==> config.mk <==
export PLATFORM = sky130hd
export DESIGN_NAME = uart_control_config
export DESIGN_NICKNAME = d
export VERILOG_FILES = /design/src/include/uart_ctrl_pkg.sv /design/src/logic/uart_control_config.sv /design/src/logic/uart_pin_sync.sv /design/src/logic/uart_baud_gen.sv
export VERILOG_INCLUDE_DIRS = /design/src /design/src/include
export SDC_FILE = /design/constraint.sdc
export NUM_CORES = 1
export LEC_CHECK = 0
export BUFFER_PORTS_ARGS = -buffer_cell sky130_fd_sc_hd__buf_2
export CORE_MARGIN = 3
export CORE_UTILIZATION = 45
export CTS_CLUSTER_DIAMETER = 30
export DETAILED_ROUTE_END_ITERATION = 8
export GPL_TIMING_DRIVEN = 0
export SKIP_LAST_GASP = 1
export SYNTH_ARGS = -nofsm -noshare
export SYNTH_HDL_FRONTEND = slang
export SYNTH_SLANG_ARGS = --single-unit
==> constraint.sdc <==
create_clock -name sys_clk_i -period 4.9 [get_ports sys_clk_i]
set_input_delay 0.735 -clock sys_clk_i [delete_from_list [all_inputs] [get_ports sys_clk_i]]
set_output_delay 0.735 -clock sys_clk_i [all_outputs]
set_load 0.03 [all_outputs]
==> src/include/uart_ctrl_defs.svh <==
`ifndef UART_CTRL_DEFS_SVH
`define UART_CTRL_DEFS_SVH

// Register offsets
`define REG_FRAME 3'h0
`define REG_ENABLE 3'h1
`define REG_WIRE 3'h2
`define REG_STATUS 3'h3
`define REG_DATA 3'h4
`define REG_BAUD 3'h5

// Frame control fields
`define FR_ON 7
`define FR_WORD9 6
`define FR_PAR_ON 5
`define FR_PAR_ODD 4
`define FR_STOP2 3
`define FR_BREAK 2
`define FR_RX9 1
`define FR_TX9 0

// Enable and interrupt control fields
`define EN_TX 7
`define EN_RX 6
`define EN_FAST 5
`define EN_ADDR 4
`define EN_WAKE 3
`define EN_RX_IRQ 2
`define EN_IDLE_IRQ 1
`define EN_EMPTY_IRQ 0

// Single wire control field
`define SW_SEL 0

// Oversampling and framing counts
`define OS_LAST 4'hf
`define OS_VOTE_A 4'h7
`define OS_VOTE_B 4'h8
`define OS_VOTE_C 4'h9
`define SLOW_PRE_LAST 2'h3
`define BASE_BITS 4'ha
`define BREAK_BITS 4'hd

`endif

==> src/include/uart_ctrl_pkg.sv <==
package uart_ctrl_pkg;

    typedef enum logic [1:0] {
        TX_IDLE = 2'b00,
        TX_SHIFT = 2'b01,
        TX_BREAK = 2'b10
    } tx_state_e;

    typedef enum logic [1:0] {
        RX_IDLE = 2'b00,
        RX_FRAME = 2'b01
    } rx_state_e;

endpackage : uart_ctrl_pkg

==> src/logic/uart_control_config.sv <==
// Summary of operation
// - Global off floats both pins
// - Off empties buffer, resets baud counter
// - Off clears transmit/receive enables and flags, sets idles
// - Off aborts transfers; config kept for re-enable
// - Word select picks 8 or 9 bits
// - Parity enable and even/odd select
// - Break after buffer drains, 13+ bits low
// - Ninth bit: receive read-only, transmit write-only
// - Transmit disable aborts, resets, floats pin
// - Receive disable aborts, resets; floats no pin (single wire: transmitter takes shared pin)
// - Fast select switches baud generator mode
// - Address bit set gives address and request
// - Address bit clear discards word silently
// - Wake on falling edge while clock off
// - No wake while clock runs or disabled
// - Receive interrupt from full or overrun
// - Idle interrupt from transmitter idle flag
// - Empty interrupt from transmit empty flag
// - Single wire selects shared pin role
// - Both enabled: shared pin only receives
// - Single wire upper bits read zero
// - Baud = clock / (64 or 16 times N+1)
// - NRZ, one start bit, LSB first
// - Receiver checks one stop bit only
`timescale 1ns/1ps
`include "uart_ctrl_defs.svh"

module uart_control_config (
    input wire logic sys_clk_i,
    input wire logic sys_rst_i,
    input wire logic [2:0] addr_i,
    input wire logic [7:0] wr_data_i,
    input wire logic wr_en_i,
    input wire logic rd_en_i,
    output logic [7:0] rd_data_o,
    input wire logic uart_clk_off_i,
    output logic tx_o,
    output logic tx_oe_o,
    input wire logic shared_i,
    output logic shared_o,
    output logic shared_oe_o,
    output logic irq_o
);
    import uart_ctrl_pkg::*;

    // ---------------------------------------------
    // Control and status state
    // ---------------------------------------------
    logic global_on_q, word9_q, par_on_q, par_odd_q, stop2_q;
    logic send_break_q, rx_ninth_q, tx_ninth_q;
    logic tx_on_q, rx_on_q, fast_q, addr_on_q, wake_on_q;
    logic rx_irq_on_q, idle_irq_on_q, empty_irq_on_q, one_wire_q;
    logic [7:0] baud_div_q, tx_buf_q, rx_buf_q;
    logic tx_empty_q, tx_idle_q, rx_full_q, overrun_q;
    logic framing_err_flag_q, parity_err_flag_q, noise_q, armed_q, wake_q;
    tx_state_e tx_st_q;
    rx_state_e rx_st_q;
    logic [11:0] tx_sh_q;
    logic [3:0] tx_os_q, tx_bits_q, rx_os_q, rx_idx_q;
    logic [8:0] rx_sh_q;
    logic [2:0] vote_q;
    logic rx_noisy_q, rx_prev_q, tx_line_q;
    logic os_tick;
    logic [1:0] sync;
    logic tx_act, rx_act, wr_frame, wr_data, rd_data, rd_status;
    logic rx_in, clk_off, maj, noisy, rx_done, rx_store, rx_fall;
    logic [3:0] rx_last;
    logic [8:0] rx_word, tx_word;
    logic addr_bit, par_bad, shared_tx, tx_load;

    assign tx_act = global_on_q && tx_on_q;
    assign rx_act = global_on_q && rx_on_q;
    assign wr_frame = wr_en_i && addr_i == `REG_FRAME;
    assign wr_data = wr_en_i && addr_i == `REG_DATA;
    assign rd_data = rd_en_i && addr_i == `REG_DATA;
    assign rd_status = rd_en_i && addr_i == `REG_STATUS;
    assign rx_in = sync[0];
    assign clk_off = sync[1];

    // ---------------------------------------------
    // Pin synchroniser and baud generator
    // ---------------------------------------------
    uart_pin_sync u_sync (
        .sys_clk_i(sys_clk_i),
        .sys_rst_i(sys_rst_i),
        .async_i({uart_clk_off_i, shared_i}),
        .sync_o(sync)
    );

    uart_baud_gen u_baud (
        .sys_clk_i(sys_clk_i),
        .sys_rst_i(sys_rst_i),
        .run_i(global_on_q),
        .fast_i(fast_q),
        .div_i(baud_div_q),
        .tick_o(os_tick)
    );

    // ---------------------------------------------
    // Configuration registers
    // ---------------------------------------------
    always_ff @(posedge sys_clk_i) begin
        if (sys_rst_i) begin
            global_on_q <= 1'b0;
            word9_q <= 1'b0;
            par_on_q <= 1'b0;
            par_odd_q <= 1'b0;
            stop2_q <= 1'b0;
            tx_ninth_q <= 1'b0;
            fast_q <= 1'b0;
            addr_on_q <= 1'b0;
            wake_on_q <= 1'b0;
            rx_irq_on_q <= 1'b0;
            idle_irq_on_q <= 1'b0;
            empty_irq_on_q <= 1'b0;
            one_wire_q <= 1'b0;
            baud_div_q <= 8'h00;
        end else if (wr_frame) begin
            global_on_q <= wr_data_i[`FR_ON];
            word9_q <= wr_data_i[`FR_WORD9];
            par_on_q <= wr_data_i[`FR_PAR_ON];
            par_odd_q <= wr_data_i[`FR_PAR_ODD];
            stop2_q <= wr_data_i[`FR_STOP2];
            tx_ninth_q <= wr_data_i[`FR_TX9];
        end else if (wr_en_i && addr_i == `REG_ENABLE) begin
            fast_q <= wr_data_i[`EN_FAST];
            addr_on_q <= wr_data_i[`EN_ADDR];
            wake_on_q <= wr_data_i[`EN_WAKE];
            rx_irq_on_q <= wr_data_i[`EN_RX_IRQ];
            idle_irq_on_q <= wr_data_i[`EN_IDLE_IRQ];
            empty_irq_on_q <= wr_data_i[`EN_EMPTY_IRQ];
        end else if (wr_en_i && addr_i == `REG_WIRE) begin
            one_wire_q <= wr_data_i[`SW_SEL];
        end else if (wr_en_i && addr_i == `REG_BAUD) begin
            baud_div_q <= wr_data_i;
        end
    end

    // Enables that the global switch clears
    always_ff @(posedge sys_clk_i) begin
        if (sys_rst_i) begin
            tx_on_q <= 1'b0;
            rx_on_q <= 1'b0;
            send_break_q <= 1'b0;
        end else if (!global_on_q) begin
            tx_on_q <= 1'b0;
            rx_on_q <= 1'b0;
            send_break_q <= 1'b0;
            if (wr_frame) begin
                send_break_q <= wr_data_i[`FR_BREAK];
            end
        end else begin
            if (wr_en_i && addr_i == `REG_ENABLE) begin
                tx_on_q <= wr_data_i[`EN_TX];
                rx_on_q <= wr_data_i[`EN_RX];
            end
            if (wr_frame) begin
                send_break_q <= wr_data_i[`FR_BREAK];
            end
        end
    end

    // ---------------------------------------------
    // Transmitter
    // ---------------------------------------------
    always_comb begin
        tx_word = {word9_q ? tx_ninth_q : 1'b1, tx_buf_q};
        if (par_on_q && word9_q) begin
            tx_word[8] = ^tx_buf_q ^ par_odd_q;
        end else if (par_on_q) begin
            tx_word[7] = ^tx_buf_q[6:0] ^ par_odd_q;
        end
    end

    assign tx_load = tx_act && tx_st_q == TX_IDLE && !tx_empty_q;

    always_ff @(posedge sys_clk_i) begin
        if (sys_rst_i || !tx_act) begin
            tx_st_q <= TX_IDLE;
            tx_sh_q <= 12'hfff;
            tx_os_q <= 4'h0;
            tx_bits_q <= 4'h0;
            tx_line_q <= 1'b1;
        end else begin
            case (tx_st_q)
                TX_IDLE: begin
                    tx_os_q <= 4'h0;
                    tx_bits_q <= 4'h0;
                    tx_line_q <= 1'b1;
                    if (tx_load) begin
                        tx_sh_q <= {2'b11, tx_word, 1'b0};
                        tx_st_q <= TX_SHIFT;
                        tx_line_q <= 1'b0;
                    end else if (send_break_q) begin
                        tx_st_q <= TX_BREAK;
                        tx_line_q <= 1'b0;
                    end
                end
                TX_SHIFT: begin
                    if (os_tick) begin
                        tx_os_q <= tx_os_q + 4'h1;
                        if (tx_os_q == `OS_LAST) begin
                            tx_sh_q <= {1'b1, tx_sh_q[11:1]};
                            tx_line_q <= tx_sh_q[1];
                            tx_bits_q <= tx_bits_q + 4'h1;
                            if (tx_bits_q == `BASE_BITS - 4'h1 + {3'h0, word9_q} + {3'h0, stop2_q}) begin
                                tx_st_q <= TX_IDLE;
                                tx_line_q <= 1'b1;
                            end
                        end
                    end
                end
                TX_BREAK: begin
                    tx_line_q <= 1'b0;
                    if (os_tick) begin
                        tx_os_q <= tx_os_q + 4'h1;
                        if (tx_os_q == `OS_LAST && tx_bits_q != `BREAK_BITS) begin
                            tx_bits_q <= tx_bits_q + 4'h1;
                        end
                    end
                    if (tx_bits_q == `BREAK_BITS && !send_break_q) begin
                        tx_st_q <= TX_IDLE;
                        tx_line_q <= 1'b1;
                    end
                end
                default: tx_st_q <= TX_IDLE;
            endcase
        end
    end

    // ---------------------------------------------
    // Receiver
    // ---------------------------------------------
    assign maj = (vote_q[0] & vote_q[1]) | (vote_q[0] & vote_q[2]) | (vote_q[1] & vote_q[2]);
    assign noisy = !(&vote_q) && |vote_q;
    assign rx_last = `BASE_BITS - 4'h1 + {3'h0, word9_q};
    assign rx_done = rx_st_q == RX_FRAME && os_tick && rx_os_q == `OS_LAST;
    assign rx_word = word9_q ? rx_sh_q : {1'b0, rx_sh_q[8:1]};
    assign addr_bit = word9_q ? rx_word[8] : rx_word[7];
    assign par_bad = par_on_q && ((word9_q ? ^rx_word : ^rx_word[7:0]) ^ par_odd_q);
    assign rx_store = rx_done && rx_idx_q == rx_last && (!addr_on_q || addr_bit);
    assign rx_fall = rx_prev_q && !rx_in;

    always_ff @(posedge sys_clk_i) begin
        if (sys_rst_i || !rx_act) begin
            rx_st_q <= RX_IDLE;
            rx_os_q <= 4'h0;
            rx_idx_q <= 4'h0;
            rx_sh_q <= 9'h000;
            vote_q <= 3'h7;
            rx_noisy_q <= 1'b0;
            rx_prev_q <= 1'b1;
        end else begin
            rx_prev_q <= rx_in;
            case (rx_st_q)
                RX_IDLE: begin
                    rx_os_q <= 4'h0;
                    rx_idx_q <= 4'h0;
                    rx_noisy_q <= 1'b0;
                    if (rx_fall) begin
                        rx_st_q <= RX_FRAME;
                    end
                end
                RX_FRAME: begin
                    if (os_tick) begin
                        rx_os_q <= rx_os_q + 4'h1;
                        if (rx_os_q == `OS_VOTE_A || rx_os_q == `OS_VOTE_B || rx_os_q == `OS_VOTE_C) begin
                            vote_q <= {vote_q[1:0], rx_in};
                        end
                        if (rx_os_q == `OS_LAST) begin
                            rx_idx_q <= rx_idx_q + 4'h1;
                            rx_noisy_q <= rx_noisy_q | noisy;
                            if (rx_idx_q == 4'h0 && maj) begin
                                rx_st_q <= RX_IDLE;
                            end else if (rx_idx_q == rx_last) begin
                                rx_st_q <= RX_IDLE;
                            end else if (rx_idx_q != 4'h0) begin
                                rx_sh_q <= {maj, rx_sh_q[8:1]};
                            end
                        end
                    end
                end
                default: rx_st_q <= RX_IDLE;
            endcase
        end
    end

    // ---------------------------------------------
    // Data buffers and status flags
    // ---------------------------------------------
    always_ff @(posedge sys_clk_i) begin
        if (sys_rst_i) begin
            tx_buf_q <= 8'h00;
            rx_buf_q <= 8'h00;
            rx_ninth_q <= 1'b0;
        end else begin
            if (wr_data) begin
                tx_buf_q <= wr_data_i;
            end
            if (rx_store && !rx_full_q) begin
                rx_buf_q <= rx_word[7:0];
                rx_ninth_q <= rx_word[8];
            end
        end
    end

    always_ff @(posedge sys_clk_i) begin
        if (sys_rst_i || !global_on_q) begin
            tx_empty_q <= 1'b1;
            tx_idle_q <= 1'b1;
            rx_full_q <= 1'b0;
            overrun_q <= 1'b0;
            framing_err_flag_q <= 1'b0;
            parity_err_flag_q <= 1'b0;
            noise_q <= 1'b0;
            armed_q <= 1'b0;
        end else begin
            if (rd_status) begin
                armed_q <= 1'b1;
            end else if (rd_data || wr_data) begin
                armed_q <= 1'b0;
            end
            // Clears first, so a same-cycle event wins
            if (rd_data && armed_q) begin
                rx_full_q <= 1'b0;
                overrun_q <= 1'b0;
                framing_err_flag_q <= 1'b0;
                parity_err_flag_q <= 1'b0;
                noise_q <= 1'b0;
            end
            if (rx_store && rx_full_q) begin
                overrun_q <= 1'b1;
            end else if (rx_store) begin
                rx_full_q <= 1'b1;
                framing_err_flag_q <= !maj;
                parity_err_flag_q <= par_bad;
                noise_q <= rx_noisy_q | noisy;
            end
            if (!tx_on_q) begin
                tx_empty_q <= 1'b1;
            end else if (tx_load) begin
                tx_empty_q <= 1'b1;
            end else if (wr_data) begin
                tx_empty_q <= 1'b0;
            end
            if (wr_data) begin
                tx_idle_q <= 1'b0;
            end else if (tx_empty_q && tx_st_q == TX_IDLE && !tx_load && !send_break_q) begin
                tx_idle_q <= 1'b1;
            end else if (tx_st_q != TX_IDLE) begin
                tx_idle_q <= 1'b0;
            end
        end
    end

    // Wake request only while the clock is off
    always_ff @(posedge sys_clk_i) begin
        if (sys_rst_i) begin
            wake_q <= 1'b0;
        end else begin
            wake_q <= (wake_q && clk_off) || (wake_on_q && clk_off && rx_fall);
        end
    end

    // ---------------------------------------------
    // Pins and interrupt request
    // ---------------------------------------------
    assign shared_tx = one_wire_q && tx_act && !rx_on_q;

    always_ff @(posedge sys_clk_i) begin
        if (sys_rst_i) begin
            tx_o <= 1'b1;
            tx_oe_o <= 1'b0;
            shared_o <= 1'b1;
            shared_oe_o <= 1'b0;
            irq_o <= 1'b0;
        end else begin
            tx_o <= tx_line_q;
            tx_oe_o <= tx_act && !shared_tx;
            shared_o <= tx_line_q;
            shared_oe_o <= shared_tx;
            irq_o <= (rx_irq_on_q && (rx_full_q || overrun_q))
                || (idle_irq_on_q && tx_idle_q)
                || (empty_irq_on_q && tx_empty_q)
                || wake_q;
        end
    end

    // ---------------------------------------------
    // Register read port
    // ---------------------------------------------
    always_ff @(posedge sys_clk_i) begin
        if (sys_rst_i || !rd_en_i) begin
            rd_data_o <= 8'h00;
        end else if (addr_i == `REG_FRAME) begin
            // Transmit ninth bit is write-only
            rd_data_o <= {global_on_q, word9_q, par_on_q, par_odd_q,
                          stop2_q, send_break_q, rx_ninth_q, 1'b0};
        end else if (addr_i == `REG_ENABLE) begin
            rd_data_o <= {tx_on_q, rx_on_q, fast_q, addr_on_q,
                          wake_on_q, rx_irq_on_q, idle_irq_on_q, empty_irq_on_q};
        end else if (addr_i == `REG_WIRE) begin
            rd_data_o <= {7'h00, one_wire_q};
        end else if (addr_i == `REG_STATUS) begin
            rd_data_o <= {parity_err_flag_q, noise_q, framing_err_flag_q, overrun_q,
                          rx_st_q == RX_IDLE, rx_full_q, tx_idle_q, tx_empty_q};
        end else if (addr_i == `REG_DATA) begin
            rd_data_o <= rx_buf_q;
        end else if (addr_i == `REG_BAUD) begin
            rd_data_o <= baud_div_q;
        end else begin
            rd_data_o <= 8'h00;
        end
    end

endmodule : uart_control_config

==> src/logic/uart_pin_sync.sv <==
`timescale 1ns/1ps

module uart_pin_sync (
    input wire logic sys_clk_i,
    input wire logic sys_rst_i,
    input wire logic [1:0] async_i,
    output logic [1:0] sync_o
);

    logic [1:0] meta_q;

    // ---------------------------------------------
    // Two-stage synchroniser per input
    // ---------------------------------------------
    genvar g;
    generate
        for (g = 0; g < 2; g = g + 1) begin : g_sync
            always_ff @(posedge sys_clk_i) begin
                if (sys_rst_i) begin
                    meta_q[g] <= 1'b1;
                    sync_o[g] <= 1'b1;
                end else begin
                    meta_q[g] <= async_i[g];
                    sync_o[g] <= meta_q[g];
                end
            end
        end
    endgenerate

endmodule : uart_pin_sync

==> src/logic/uart_baud_gen.sv <==
`timescale 1ns/1ps
`include "uart_ctrl_defs.svh"

module uart_baud_gen (
    input wire logic sys_clk_i,
    input wire logic sys_rst_i,
    input wire logic run_i,
    input wire logic fast_i,
    input wire logic [7:0] div_i,
    output logic tick_o
);

    logic [7:0] cnt_q;
    logic [1:0] pre_q;

    // ---------------------------------------------
    // Oversample tick: 16 per bit
    // ---------------------------------------------
    // Fast: one tick per N+1 clocks; slow: per 4*(N+1)
    always_ff @(posedge sys_clk_i) begin
        if (sys_rst_i || !run_i) begin
            cnt_q <= 8'h00;
            pre_q <= 2'h0;
            tick_o <= 1'b0;
        end else begin
            tick_o <= 1'b0;
            if (cnt_q == div_i) begin
                cnt_q <= 8'h00;
                pre_q <= pre_q + 2'h1;
                if (fast_i || pre_q == `SLOW_PRE_LAST) begin
                    tick_o <= 1'b1;
                    pre_q <= 2'h0;
                end
            end else begin
                cnt_q <= cnt_q + 8'h01;
            end
        end
    end

endmodule : uart_baud_gen

== Word-level counts from Yosys, hierarchy flattened ==
Index checks and enable logic that the tools add are counted.

* Register bits: 124
* Latch bits: 0
* RAM bits: 0
* Bits in read-only memories: 0
* Output and inout port bits: 13
* Word-level logic and storage cells: 291
* Memories kept: 0

* $add $sub $neg: 8
* $mul: 0
* Divide/modulo/power cells: 0
* Magnitude comparators: 0
* Eq/ne operators: 33
* Shift-type cells: 0
* Muxes and demuxes: 76
* Bitwise logic cells: 17
* Reductions and logical operators: 103

{| class="wikitable"
|+ Operators with widths
! cell !! count
|-
| 8-bit two-way mux || 6
|-
| 1-bit logical AND || 37
|-
| 1-bit two-way mux || 37
|-
| 12-bit two-way mux || 3
|-
| 4-bit two-way mux || 8
|-
| 2-bit two-way mux || 12
|-
| 12-bit case mux with 2 select lines || 1
|-
| 4-bit case mux with 2 select lines || 3
|-
| 4-bit equality test (second input constant) || 5
|-
| 4-bit by 1-bit adder with 4-bit output (second input constant) || 4
|-
| 8-bit XOR reduction || 2
|-
| 3-bit AND reduction || 5
|-
| 1-bit zero test || 14
|-
| 1-bit logical OR || 14
|-
| 2-bit by 1-bit inequality test with 1-bit output (second input constant) || 6
|-
| 2-bit inequality test (second input constant) || 6
|-
| 4-bit case mux with 3 select lines || 1
|-
| 4-bit AND reduction || 3
|-
| 2-bit nonzero test || 6
|-
| 5-bit AND reduction || 2
|-
| 2-bit OR reduction || 5
|-
| 9-bit two-way mux || 1
|-
| 9-bit XOR reduction || 1
|-
| 8-bit by 1-bit adder with 8-bit output (second input constant) || 1
|-
| 31 further kinds || 54
|}

== Longest topological paths before layout ==
Gate-level depths: netlist of run 1.

* Depth after elaboration: 8
* Depth in mapped cells: 9

== Hierarchy ==
A second synthesis of run 1 with hierarchy kept.

* Cell total of the unflattened synthesis: 627
* Area, all modules: 5669.2 um^2

{| class="wikitable"
|+ By module, submodules not included
! module !! instances !! cells each !! area each (um^2) !! sequential area each (um^2)
|-
| uart_control_config || 1 || 564 || 5023.6 || 2102.0
|-
| uart_baud_gen || 1 || 55 || 540.5 || 220.2
|-
| uart_pin_sync || 1 || 8 || 105.1 || 80.1
|}

== Worst setup path after synthesis of run 1 ==
No wires, ideal clock.

* Path type: reg-to-reg
* From: register word9_q
* To: register tx_st_q[0]
* Setup time: 0.117 ns
* Arrival: 2.112 ns
* Slack: 2.671 ns
* Cell stages (with the launch flop): 9
* Path through: dfxtp_1 buf_2 inv_1 ha_1 xor2_1 o2111ai_1 a221oi_1 o21ai_0 a32o_1

* Word-level cells in the longest chain between the ends: 5

{| class="wikitable"
|+ Ends and longest elaborated chain
! element !! RTL line !! source
|-
| start: declaration || uart_control_config.sv:50 || <nowiki>logic global_on_q, word9_q, par_on_q, par_odd_q, stop2_q;</nowiki>
|-
| start signal: assignment || uart_control_config.sv:121 || <nowiki>word9_q <= wr_data_i[`FR_WORD9];</nowiki>
|-
| 4-bit by 1-bit adder with 4-bit output (no source line) (2 in series) || n/a ||
|-
| 4-bit equality test || uart_control_config.sv:207 || <nowiki>if (tx_bits_q == `BASE_BITS - 4'h1 + {3'h0, word9_q} + {3'h0, stop2_q}) begin</nowiki>
|-
| 2-bit inequality test (no source line) || n/a ||
|-
| 5-bit AND reduction (no source line) || n/a ||
|-
| end signal: assignment || uart_control_config.sv:208 || <nowiki>tx_st_q <= TX_IDLE;</nowiki>
|-
| end signal: assignment || uart_control_config.sv:223 || <nowiki>tx_st_q <= TX_IDLE;</nowiki>
|-
| end signal: assignment || uart_control_config.sv:227 || <nowiki>default: tx_st_q <= TX_IDLE;</nowiki>
|-
| end: declaration || uart_control_config.sv:57 || <nowiki>tx_state_e tx_st_q;</nowiki>
|}

Every way passes these cells.
A chain may end at the register's enable or synchronous reset.

== Final worst setup path of run 1 ==
Ends and elaborated chain as after synthesis.

==> results of run 1 <==
[synth_stat cells, types with 8 or more instances]
library cell / count
a21oi_1: 46
clkbuf_1: 17
dfxtp_1: 120
ha_1: 16
inv_1: 17
mux2i_1: 55
nand2_1: 64
nand2b_1: 8
nand3_1: 11
nand4_1: 9
nor2_1: 97
o211ai_1: 9
o21ai_0: 16
xnor2_1: 24
xor2_1: 12
[worst max-delay path, stage by stage, from the launching register on]
cell       delay, ps
dfxtp_1          500
buf_2            360
inv_1            220
ha_1             350
xor2_1           140
o2111ai_1        210
a221oi_1         510
o21ai_0          160
a32o_1           290
[layout make-up]
class,instances,area (µm²)
Clock inverter,9,147.6
Inverter,17,63.81
Timing Repair Buffer,28,140.1
Fill cell,1107,5513
Buffer,31,145.1
Clock buffer,22,464.2
Multi-Input combinational cell,459,2975
Tap cell,168,210.2
Sequential cell,120,2402
[kinds of logic after synthesis]
logic type / synth area share
adder cells (fa/ha/maj): 0.03763
AO/OA/AOI/OAI: 0.1308
buffers and inverters: 0.03740
AND/OR/NAND/NOR: 0.1951
flip-flops: 0.4300
multiplexers: 0.1086
XOR/XNOR: 0.06047
[registers in the layout, summed over array words and instances, names as in the netlist, 2 cells and up]
name and cells:
baud_div_q 8, rd_data_o 8, rx_buf_q 8, rx_idx_q 4, rx_os_q 4, rx_sh_q 9
tx_bits_q 4, tx_buf_q 8, tx_os_q 4, tx_sh_q 9, tx_st_q 2, u_baud.cnt_q 8
u_baud.pre_q 2, u_sync.meta_q 2, u_sync.sync_o 2, vote_q 3
[stage by stage]
stage,utilization,instance area [µm²],setup slack [ps]
floorplan,-,5587,2671
global placement,0.4922,5937,2164
detailed placement,0.4922,5937,2096
CTS,0.5429,6549,2084
global route,0.5429,6549,1879
finish,0.5429,6549,2054
[per-layer routing]
metal | vias to the layer above | track usage
met3 | 26 | 0.05207
met2 | 101 | 0.2937
li1 | 2250 | -
met1 | 2103 | 0.2695
met4 | 0 | 0.07478
met5 | - | 0
[power by group through the flow]
stage | clock, mW | combinational [mW] | sequential (mW)
floorplan | 0 | 0.0513 | 1.01
global placement | 0 | 0.0790 | 1.01
CTS | 1.32 | 0.0811 | 0.992
detailed placement | 0 | 0.0804 | 1.01
global route | 1.36 | 0.0889 | 0.992
finish | 1.30 | 0.0817 | 0.992
[final timing paths]
kind         depth (start not counted)                   startpoint                          end
max reg2reg                          8         word9_q$_SDFFE_PP0P_      tx_st_q[0]$_SDFFE_PP0P_
max                                  8         word9_q$_SDFFE_PP0P_      tx_st_q[0]$_SDFFE_PP0P_
min reg2reg                          1  u_sync.meta_q[0]$_SDFF_PP1_  u_sync.sync_o[0]$_SDFF_PP1_
min                                  1  u_sync.meta_q[0]$_SDFF_PP1_  u_sync.sync_o[0]$_SDFF_PP1_
==> results.md, run 1 <==
* Met3 wire length at 532 µm
* CTS tree: done
* Die area at 13790 µm²
* DR WL met2 at 5830 µm
* Post-synth EDFFs at 0
* Gate power share at 0.034
* Max_cap viols at 0
* Die X at 117.4 µm
* Worst Tran Pin Value at 688.7 ps
* Final net count at 707
* Post-synth top area share at 0.4300
* Reg2Reg Setup Slack at 2050 ps
* # resized after CTS at 0
* Lkg Pwr at 2.387 nW
* RSZ-0062 raised after global routing: false
* Drt wl/cell at 15.49 µm
* Critical Path RT at 5200 ps
* Initial DRT Pass Iterations at 4
* Worst-path clk slew at 50 ps
* Int Pwr at 1.886 mW
* Area grow syn2layout at 17.22%
* Max Fclk at 351.4 MHz
* Net Sw Power at 0.4873 mW
* Commonest non-fill, non-tap cell in the layout: dfxtp_1
* Clock buffer depth at 2
* CTS buffer count at 17
* DRC Markers at 0
* Min-Delay Path Class: reg2reg
* Clock Root Buffer: clkbuf_16
* Core area at 12060 µm²
* First-pass GRT wire length at 21650 µm
* Final period util at 0.5808
* Slew Limit Fails at 0
* Top FF cell, synth: dfxtp_1
* CP Capture Type: flip-flop
* Sw Share at 0.2053
* Skew-Pair Late Insertion Delay at 410 ps
* # diodes at 0
* Routability cong. at 0.8711
* Most frequent cells in the layout: 120 x dfxtp_1, 97 x nor2_1, 64 x nand2_1
* Total placed cells including tap cells at 823
* Sequential power share at 0.418
* Share of flip-flops with an asynchronous set or reset at 0
* Critical-path maximum fanout at 10
* Cell Pwr Density at 362.3 nW/µm²
* Initial Util at 0.4632
* Final min period at 2846 ps
* Setup CP Type: reg2reg
* Vias at 4480
* Post-CTS Hold Fix Bufs at 0
* Syn_area_per_cell at 8.910 µm²
* Post-DR vias/cell at 5.246
* Worst EP arrival at 3150 ps
* Final wirelength at 13230 µm
* Top layer in use: met4
* I/O pin total at 30
* Yosys cell types at 55
* M1 WL at 6561 µm
* Number of global-route vias before repair at 4255
* CP Launch Type: flip-flop
* Worst vdd ir at 0.0003418 V
* Finish-stage setup viols at 0
* Largest net degree at the start of global routing at 17
* I/O Buffers at 28
* Cell taking the most area after synthesis: dfxtp_1
* Sequential fraction of the synthesis area at 0.4300
* Syn Nets at 660
* HPWL after DPL at 9557 µm
* Final Hold Violating Endpoints at 0
* Worst hold slack at 420.8 ps
* Initial DRC count at 327
* Die height at 117.4 µm
* Antenna violations before repair at 0
* Synthesized area at 5587 µm²
* Mapped Cells at 627
* Std-Cell Rows at 40
* Post-synthesis register bit count at 120
* Routed Antenna Nets at 0
* Syn. warnings at 0
* Post-CTS Setup Repair Bufs at 0
* Num Clock Sinks at 120
* Clock share of power at 0.548
* Clock skew at 7.467 ps
* Most area-consuming cells after synthesis: dfxtp_1 43%, mux2i_1 9.9%, nor2_1 6.5%
* Outcome: complete, no violations
* Fin Setup TNS at 0 ps
* Total track usage at 0.1955
* Worst slew margin at 0.5409
* Final cell count without fillers at 854
* H-tree levels at 4
* Grt total ovfl at 0
* Post-layout total power at 2.373 mW
* Layout cell share with drive strength beyond 1 at 0.1297
No activity file was read; power rests on OpenSTA's default activity.
==> inputs of run 2 (changes only) <==
==> constraint.sdc (replaced) <==
create_clock -name sys_clk_i -period 2.8 [get_ports sys_clk_i]
set_input_delay 0.42 -clock sys_clk_i [delete_from_list [all_inputs] [get_ports sys_clk_i]]
set_output_delay 0.42 -clock sys_clk_i [all_outputs]
set_load 0.03 [all_outputs]
==> run 2 against run 1 <==
Effect of this change:
- cell count unchanged
- register-to-register slack worse by 1900 ps
- non-clock buffer count unchanged
- sequential share of layout area about the same
- combinational power up 75%
- power up 75%
- sequential power up 75%
- fmax up 9.1%
- worst setup slack worse by 1900 ps
- largest power group unchanged
==> results.md, run 2 (synthesis gave the netlist of run 1 again) <==
* Critical Path RT at 3110 ps (-2090 ps)
* Fin area at 6558 µm² (+0.13%)
* Clock Root Buffer: clkbuf_16
* I/O Buffers at 28 (unchanged)
* Setup CP Type: reg2reg
* Area grow syn2layout at 17.38%
* Slew Limit Fails at 0 (unchanged)
* Vias at 4480 (unchanged)
* RR Startpoint: word9_q$_SDFFE_PP0P_
* Final wirelength at 13220 µm (about the same)
* Commonest non-fill, non-tap cell in the layout: dfxtp_1
* Largest registers: rx_sh_q: 9 flops, tx_sh_q: 9 flops
* Outcome: complete, no violations
* H-tree levels at 4 (unchanged)
* RSZ-0062 raised after global routing: false
* Skew-Pair Late Insertion Delay at 410 ps (about the same)
* Post-DR vias/cell at 5.246 (unchanged)
* Max Fclk at 383.5 MHz (+9.1%)
* Critical-path maximum fanout at 10 (unchanged)
* I/O pin total at 30 (unchanged)
* Initial DRT Pass Iterations at 5 (+1)
* Max_cap viols at 0 (unchanged)
* # diodes at 0 (unchanged)
* Final min period at 2608 ps (-238.3 ps)
* Final net count at 707 (unchanged)
* Std-Cell Rows at 40 (unchanged)
* Final period util at 0.9313 (+0.3505)
* Finish-stage setup viols at 0 (unchanged)
* Layout cell share with drive strength beyond 1 at 0.1312 (+0.001458)
* Total track usage at 0.1955 (unchanged)
* Max stage delay on crit path at 480 ps (-30 ps)
* Worst-path clk slew at 50 ps (about the same)
* Lkg Pwr at 2.389 nW (about the same)
* Crit path cell chain: clkbuf_4, inv_1, ha_1, xor2_1, o2111ai_1, a221oi_2, o21ai_0, a32o_1
* Filler Cells Inserted at 1107 (unchanged)
* Int Pwr at 3.300 mW (+75%)
* Largest delay contributor family on the critical path: compound AO/OA/AOI/OAI gates
* Largest net degree at the start of global routing at 17 (unchanged)
* Reg2reg path depth at 8 (unchanged)
* Die X at 117.4 µm (unchanged)
* Critical-path cell with the highest stage delay: dfxtp_1
* Hold path start: uart_clk_off_i
* Drt wl/cell at 15.48 µm (about the same)
* Worst vdd ir at 0.0005982 V (+75%)
* WP buf/inv at 2 (unchanged)
* Sw Share at 0.2059 (+0.0005638)
* Routed Antenna Nets at 0 (unchanged)
* Crit path from: word9_q$_SDFFE_PP0P_
* Num Clock Sinks at 120 (unchanged)
* Clock share of power at 0.548 (about the same)
* Reg2Reg Setup Slack at 190 ps (-1860 ps)
* Sequential power share at 0.418 (about the same)
* Post-CTS Setup Repair Bufs at 0 (unchanged)
* Clock skew at 7.458 ps (-0.009270 ps)
* Min-Delay Path Class: in2reg
* Gate power share at 0.034 (about the same)
* Area after DPL at 5937 µm² (unchanged)
* Routability cong. at 0.8711 (unchanged)
* CTS tree: done
* Min-Delay Endpoint: u_sync.meta_q[1]$_SDFF_PP1_
* HPWL after DPL at 9557 µm (unchanged)
* Worst Tran Pin Value at 688.8 ps (+0.1469 ps)
* Worst EP arrival at 2910 ps (-240 ps)
* Worst slew margin at 0.5408 (about the same)
* Clock buffer depth at 2 (unchanged)
* Cell Pwr Density at 633.7 nW/µm² (+75%)
* Worst hold path depth at 2 (+1)
* Antenna violations before repair at 0 (unchanged)
* Die area at 13790 µm² (unchanged)
* Die height at 117.4 µm (unchanged)
* Grt total ovfl at 0 (unchanged)
* Worst r2r dst: tx_st_q[0]$_SDFFE_PP0P_
* CP Launch Type: flip-flop
* Most frequent cells in the layout: 120 x dfxtp_1, 97 x nor2_1, 64 x nand2_1
* Number of global-route vias before repair at 4252 (-0.071%)
* DRC Markers at 0 (unchanged)
* Net Sw Power at 0.8557 mW (+76%)
* Initial DRC count at 349 (+6.7%)
* Post-CTS Hold Fix Bufs at 0 (unchanged)
* Final Hold Violating Endpoints at 0 (unchanged)
* Initial Util at 0.4632 (unchanged)
* CP Capture Type: flip-flop
* Core area at 12060 µm² (unchanged)
* Fin Setup TNS at 0 ps (unchanged)
* CTS buffer count at 17 (unchanged)
* First-pass GRT wire length at 21650 µm (unchanged)
==> run 2: cell count changes in the layout (fill, tap and decap cells not counted), sizes merged <==
cell    previous run  this run
buf               42        41
clkbuf            39        40
==> run 2: layout make-up <==
| class | count | area, µm² | area share |
|---|---|---|---|
| multi-input cells | 459 | 2982 | 0.4547 |
| flip-flops and latches | 120 | 2402 | 0.3663 |
| clock buffers | 22 | 464.2 | 0.07079 |
| well taps | 168 | 210.2 | 0.03206 |
| clock inverters | 9 | 147.6 | 0.02251 |
| plain buffers | 31 | 147.6 | 0.02251 |
| repair buffers | 28 | 140.1 | 0.02137 |
| inverters | 17 | 63.81 | 0.009731 |
==> run 2: power groups by stage <==
stage          clock (mW)  combinational, mW  sequential, mW
6_report             2.28              0.143            1.74
3_5_place_dp            0              0.141            1.77
3_3_place_gp            0              0.138            1.77
5_1_grt              2.39              0.156            1.74
4_1_cts              2.31              0.142            1.74
2_1_floorplan           0             0.0898            1.77
==> run 2: what timing repair did <==
action	in CTS	in global routing
resized for setup	1	1
endpoints found under the setup margin	1	1
gates cloned	0	0
==> run 2: routing by layer <==
layer  vias up  global-route usage  share of wire
met3        28             0.05207          0.043
met4         0             0.07405          0.024
met2        99              0.2941           0.44
met1      2103              0.2695           0.49
li1       2250                   -              -
met5         -                   0              0
==> run 2: worst max path at each step <==
stage / cells after the start / endpoint / slack, ps
floorplan: 8 / tx_st_q[0]$_SDFFE_PP0P_ / 570
global route: 8 / tx_st_q[0]$_SDFFE_PP0P_ / 20
global placement: 8 / tx_st_q[0]$_SDFFE_PP0P_ / 60
CTS: 8 / tx_st_q[0]$_SDFFE_PP0P_ / 110
detailed placement: 8 / tx_st_q[0]$_SDFFE_PP0P_ / -4
finish: 8 / tx_st_q[0]$_SDFFE_PP0P_ / 190
==> run 2: per-stage QoR <==
step             util  total power, mW  hold slack [ps]  cells  setup WS, ps
6_report       0.5437            4.155            216.2    854         192.4
5_1_grt        0.5437            4.280            211.1    854         22.26
4_1_cts        0.5435            4.183            206.3    854         107.5
3_5_place_dp   0.4922            1.913            404.3    823        -4.043
3_3_place_gp   0.4922            1.910            400.2    823         63.91
2_1_floorplan       -            1.859            389.5    627         570.8
==> run 2: worst register-to-register path, cell delays in order (launching register included) <==
cell and delay, ps:
dfxtp_1 480, clkbuf_4 320, inv_1 190, ha_1 340, xor2_1 140, o2111ai_1 220, a221oi_2 390, o21ai_0 140
a32o_1 270
==> inputs of run 3 (changes only) <==
--- a/config.mk
+++ b/config.mk
@@ -12,6 +12,7 @@
 export CTS_CLUSTER_DIAMETER = 30
 export DETAILED_ROUTE_END_ITERATION = 8
 export GPL_TIMING_DRIVEN = 0
+export RECOVER_POWER = 25
 export SKIP_LAST_GASP = 1
 export SYNTH_ARGS = -nofsm -noshare
 export SYNTH_HDL_FRONTEND = slang
==> constraint.sdc (replaced) <==
create_clock -name sys_clk_i -period 2.8 [get_ports sys_clk_i]
set_input_delay 0.42 -clock sys_clk_i [delete_from_list [all_inputs] [get_ports sys_clk_i]]
set_output_delay 0.42 -clock sys_clk_i [all_outputs]
set_load 0.05 [all_outputs]
==> run 3 against run 2 <==
Effect of this change:
- register-to-register slack about the same
- sequential cell count unchanged
- largest power group unchanged
- critical endpoint unchanged
- clock-buffer cell count unchanged
==> results.md, run 3 (synthesis gave the netlist of run 1 again) <==
* # diodes at 0 (unchanged)
* Max Fclk at 383.9 MHz (+0.12%)
* Worst Tran Pin Value at 685.2 ps (-3.670 ps)
* Clock Root Buffer: clkbuf_16
* Clock share of power at 0.548 (about the same)
* Final wirelength at 13250 µm (+0.26%)
* Post-CTS Setup Repair Bufs at 0 (unchanged)
* Layout cell share with drive strength beyond 1 at 0.1181 (-0.01312)
* Outcome: complete, no violations
* Final min period at 2605 ps (-3.039 ps)
* DRC Markers at 0 (unchanged)
* Routed Antenna Nets at 0 (unchanged)
* Seq. cell area at 2402 µm² (unchanged)
* Post-DR vias/cell at 5.213 (-0.62%)
* I/O pin total at 30 (unchanged)
* HPWL after DPL at 9557 µm (unchanged)
* Drt wl/cell at 15.52 µm (+0.26%)
* Die height at 117.4 µm (unchanged)
* CTS tree: done
* Std-Cell Rows at 40 (unchanged)
* Fin Setup TNS at 0 ps (unchanged)
* Die area at 13790 µm² (unchanged)
* Lkg Pwr at 2.356 nW (-1.4%)
* RSZ-0062 raised after global routing: false
* Gate power share at 0.035 (about the same)
* CTS buffer count at 17 (unchanged)
* Skew-Pair Late Insertion Delay at 410 ps (about the same)
* CP Capture Type: flip-flop
* Filler Cells Inserted at 1107 (unchanged)
* Grt total ovfl at 0 (unchanged)
* Initial DRT Pass Iterations at 5 (unchanged)
* Initial DRC count at 330 (-5.4%)
* Num Clock Sinks at 120 (unchanged)
* Core area at 12060 µm² (unchanged)
* H-tree levels at 4 (unchanged)
* Multi-input logic area at 2982 µm² (unchanged)
* Worst-path clk slew at 50 ps (about the same)
* Initial Util at 0.4632 (unchanged)
* Sequential power share at 0.418 (about the same)
* Critical Path RT at 3100 ps (about the same)
* CP Launch Type: flip-flop
* Worst hold slack at 220.9 ps (+4.767 ps)
* Clock skew at 8.187 ps (+0.7290 ps)
* Sw Share at 0.2065 (+0.0005434)
* Final Hold Violating Endpoints at 0 (unchanged)
* Finish-stage setup viols at 0 (unchanged)
* Most frequent cells in the layout: 120 x dfxtp_1, 97 x nor2_1, 64 x nand2_1
* I/O Buffers at 28 (unchanged)
* Antenna violations before repair at 0 (unchanged)
* First-pass GRT wire length at 21650 µm (unchanged)
* Max_cap viols at 0 (unchanged)
* Pre-CTS setup slack at -4.043 ps (unchanged)
* Clock buffer depth at 2 (unchanged)
* Slew Limit Fails at 0 (unchanged)
* Setup CP Type: reg2reg
* Net Sw Power at 0.8584 mW (+0.32%)
* Total track usage at 0.1955 (unchanged)
* Cell Pwr Density at 635.1 nW/µm² (+0.23%)
* Min-Delay Path Class: in2reg
* Vias at 4452 (-0.63%)
* Die X at 117.4 µm (unchanged)
* Number of global-route vias before repair at 4252 (unchanged)
* Largest registers: rx_sh_q: 9 flops, tx_sh_q: 9 flops
* Final net count at 707 (unchanged)
* Worst slew margin at 0.5432 (+0.002446)
* Worst setup margin at 195.4 ps (+3.039 ps)
* Area grow syn2layout at 17.18%
* Worst vdd ir at 0.0005989 V (+0.12%)
* Int Pwr at 3.299 mW (about the same)
* Final period util at 0.9302 (-0.001085)
* Routability cong. at 0.8711 (unchanged)
* Critical-path maximum fanout at 10 (unchanged)
* Worst EP arrival at 2910 ps (about the same)
* Commonest non-fill, non-tap cell in the layout: dfxtp_1
* Largest net degree at the start of global routing at 17 (unchanged)
run 3: cell count changes in the layout (fill, tap and decap cells not counted):
cell      change
clkbuf_1      +9
buf_2         -9
run 3: layout make-up:
type / count / share of cell area
timing repair buffer: 28 / 0.02045
sequential: 120 / 0.3670
tap: 168 / 0.03211
clock inverter: 9 / 0.02255
clock buffer: 22 / 0.07091
buffer: 31 / 0.02179
multi-input combinational: 459 / 0.4555
inverter: 17 / 0.009748
run 3: metal layers:
| metal | share of wire | track usage | wire length (µm) |
|---|---|---|---|
| met1 | 0.50 | 0.2695 | 6677 |
| met2 | 0.43 | 0.2941 | 5762 |
| met4 | 0.023 | 0.07405 | 307 |
| met5 | 0 | 0 | 0 |
| met3 | 0.038 | 0.05207 | 505 |
run 3: power groups by stage:
| stage | registers (mW) | logic (mW) | clock network [mW] |
|---|---|---|---|
| floorplan | 1.77 | 0.0898 | 0 |
| global placement | 1.77 | 0.141 | 0 |
| detailed placement | 1.77 | 0.143 | 0 |
| CTS | 1.74 | 0.144 | 2.31 |
| global route | 1.74 | 0.158 | 2.39 |
| finish | 1.74 | 0.145 | 2.28 |
run 3: stage by stage:
| step | std cells | area (µm²) | power, mW | utilization |
|---|---|---|---|---|
| after floorplan | 627 | 5587 | 1.862 | - |
| after global placement | 823 | 5937 | 1.912 | 0.4922 |
| after detailed placement | 823 | 5937 | 1.915 | 0.4922 |
| after CTS | 854 | 6555 | 4.185 | 0.5435 |
| after global routing | 854 | 6546 | 4.282 | 0.5427 |
| final | 854 | 6546 | 4.158 | 0.5427 |
run 3: path summary, 6_finish.rpt:
kind	startpoint	end	slack, ps	cells after the start
setup / recovery	word9_q$_SDFFE_PP0P_	tx_st_q[0]$_SDFFE_PP0P_	200	8
hold / removal	shared_i	u_sync.meta_q[0]$_SDFF_PP1_	220	2
setup reg to reg	word9_q$_SDFFE_PP0P_	tx_st_q[0]$_SDFFE_PP0P_	200	8
hold reg to reg	u_sync.meta_q[1]$_SDFF_PP1_	u_sync.sync_o[1]$_SDFF_PP1_	420	1
run 3: timing repair:
item                                   CTS  global route
gates cloned                             0             0
endpoints found under the hold margin    0             0
setup endpoints to repair                1             1
hold buffers                             0             0
gates resized for setup                  1             1
run 3: critical path: stages, from the launching register on:
cell and delay, ps:
dfxtp_1 490, clkbuf_4 330, inv_1 180, ha_1 340, xor2_1 140, o2111ai_1 220
a221oi_2 380, o21ai_0 140, a32o_1 270
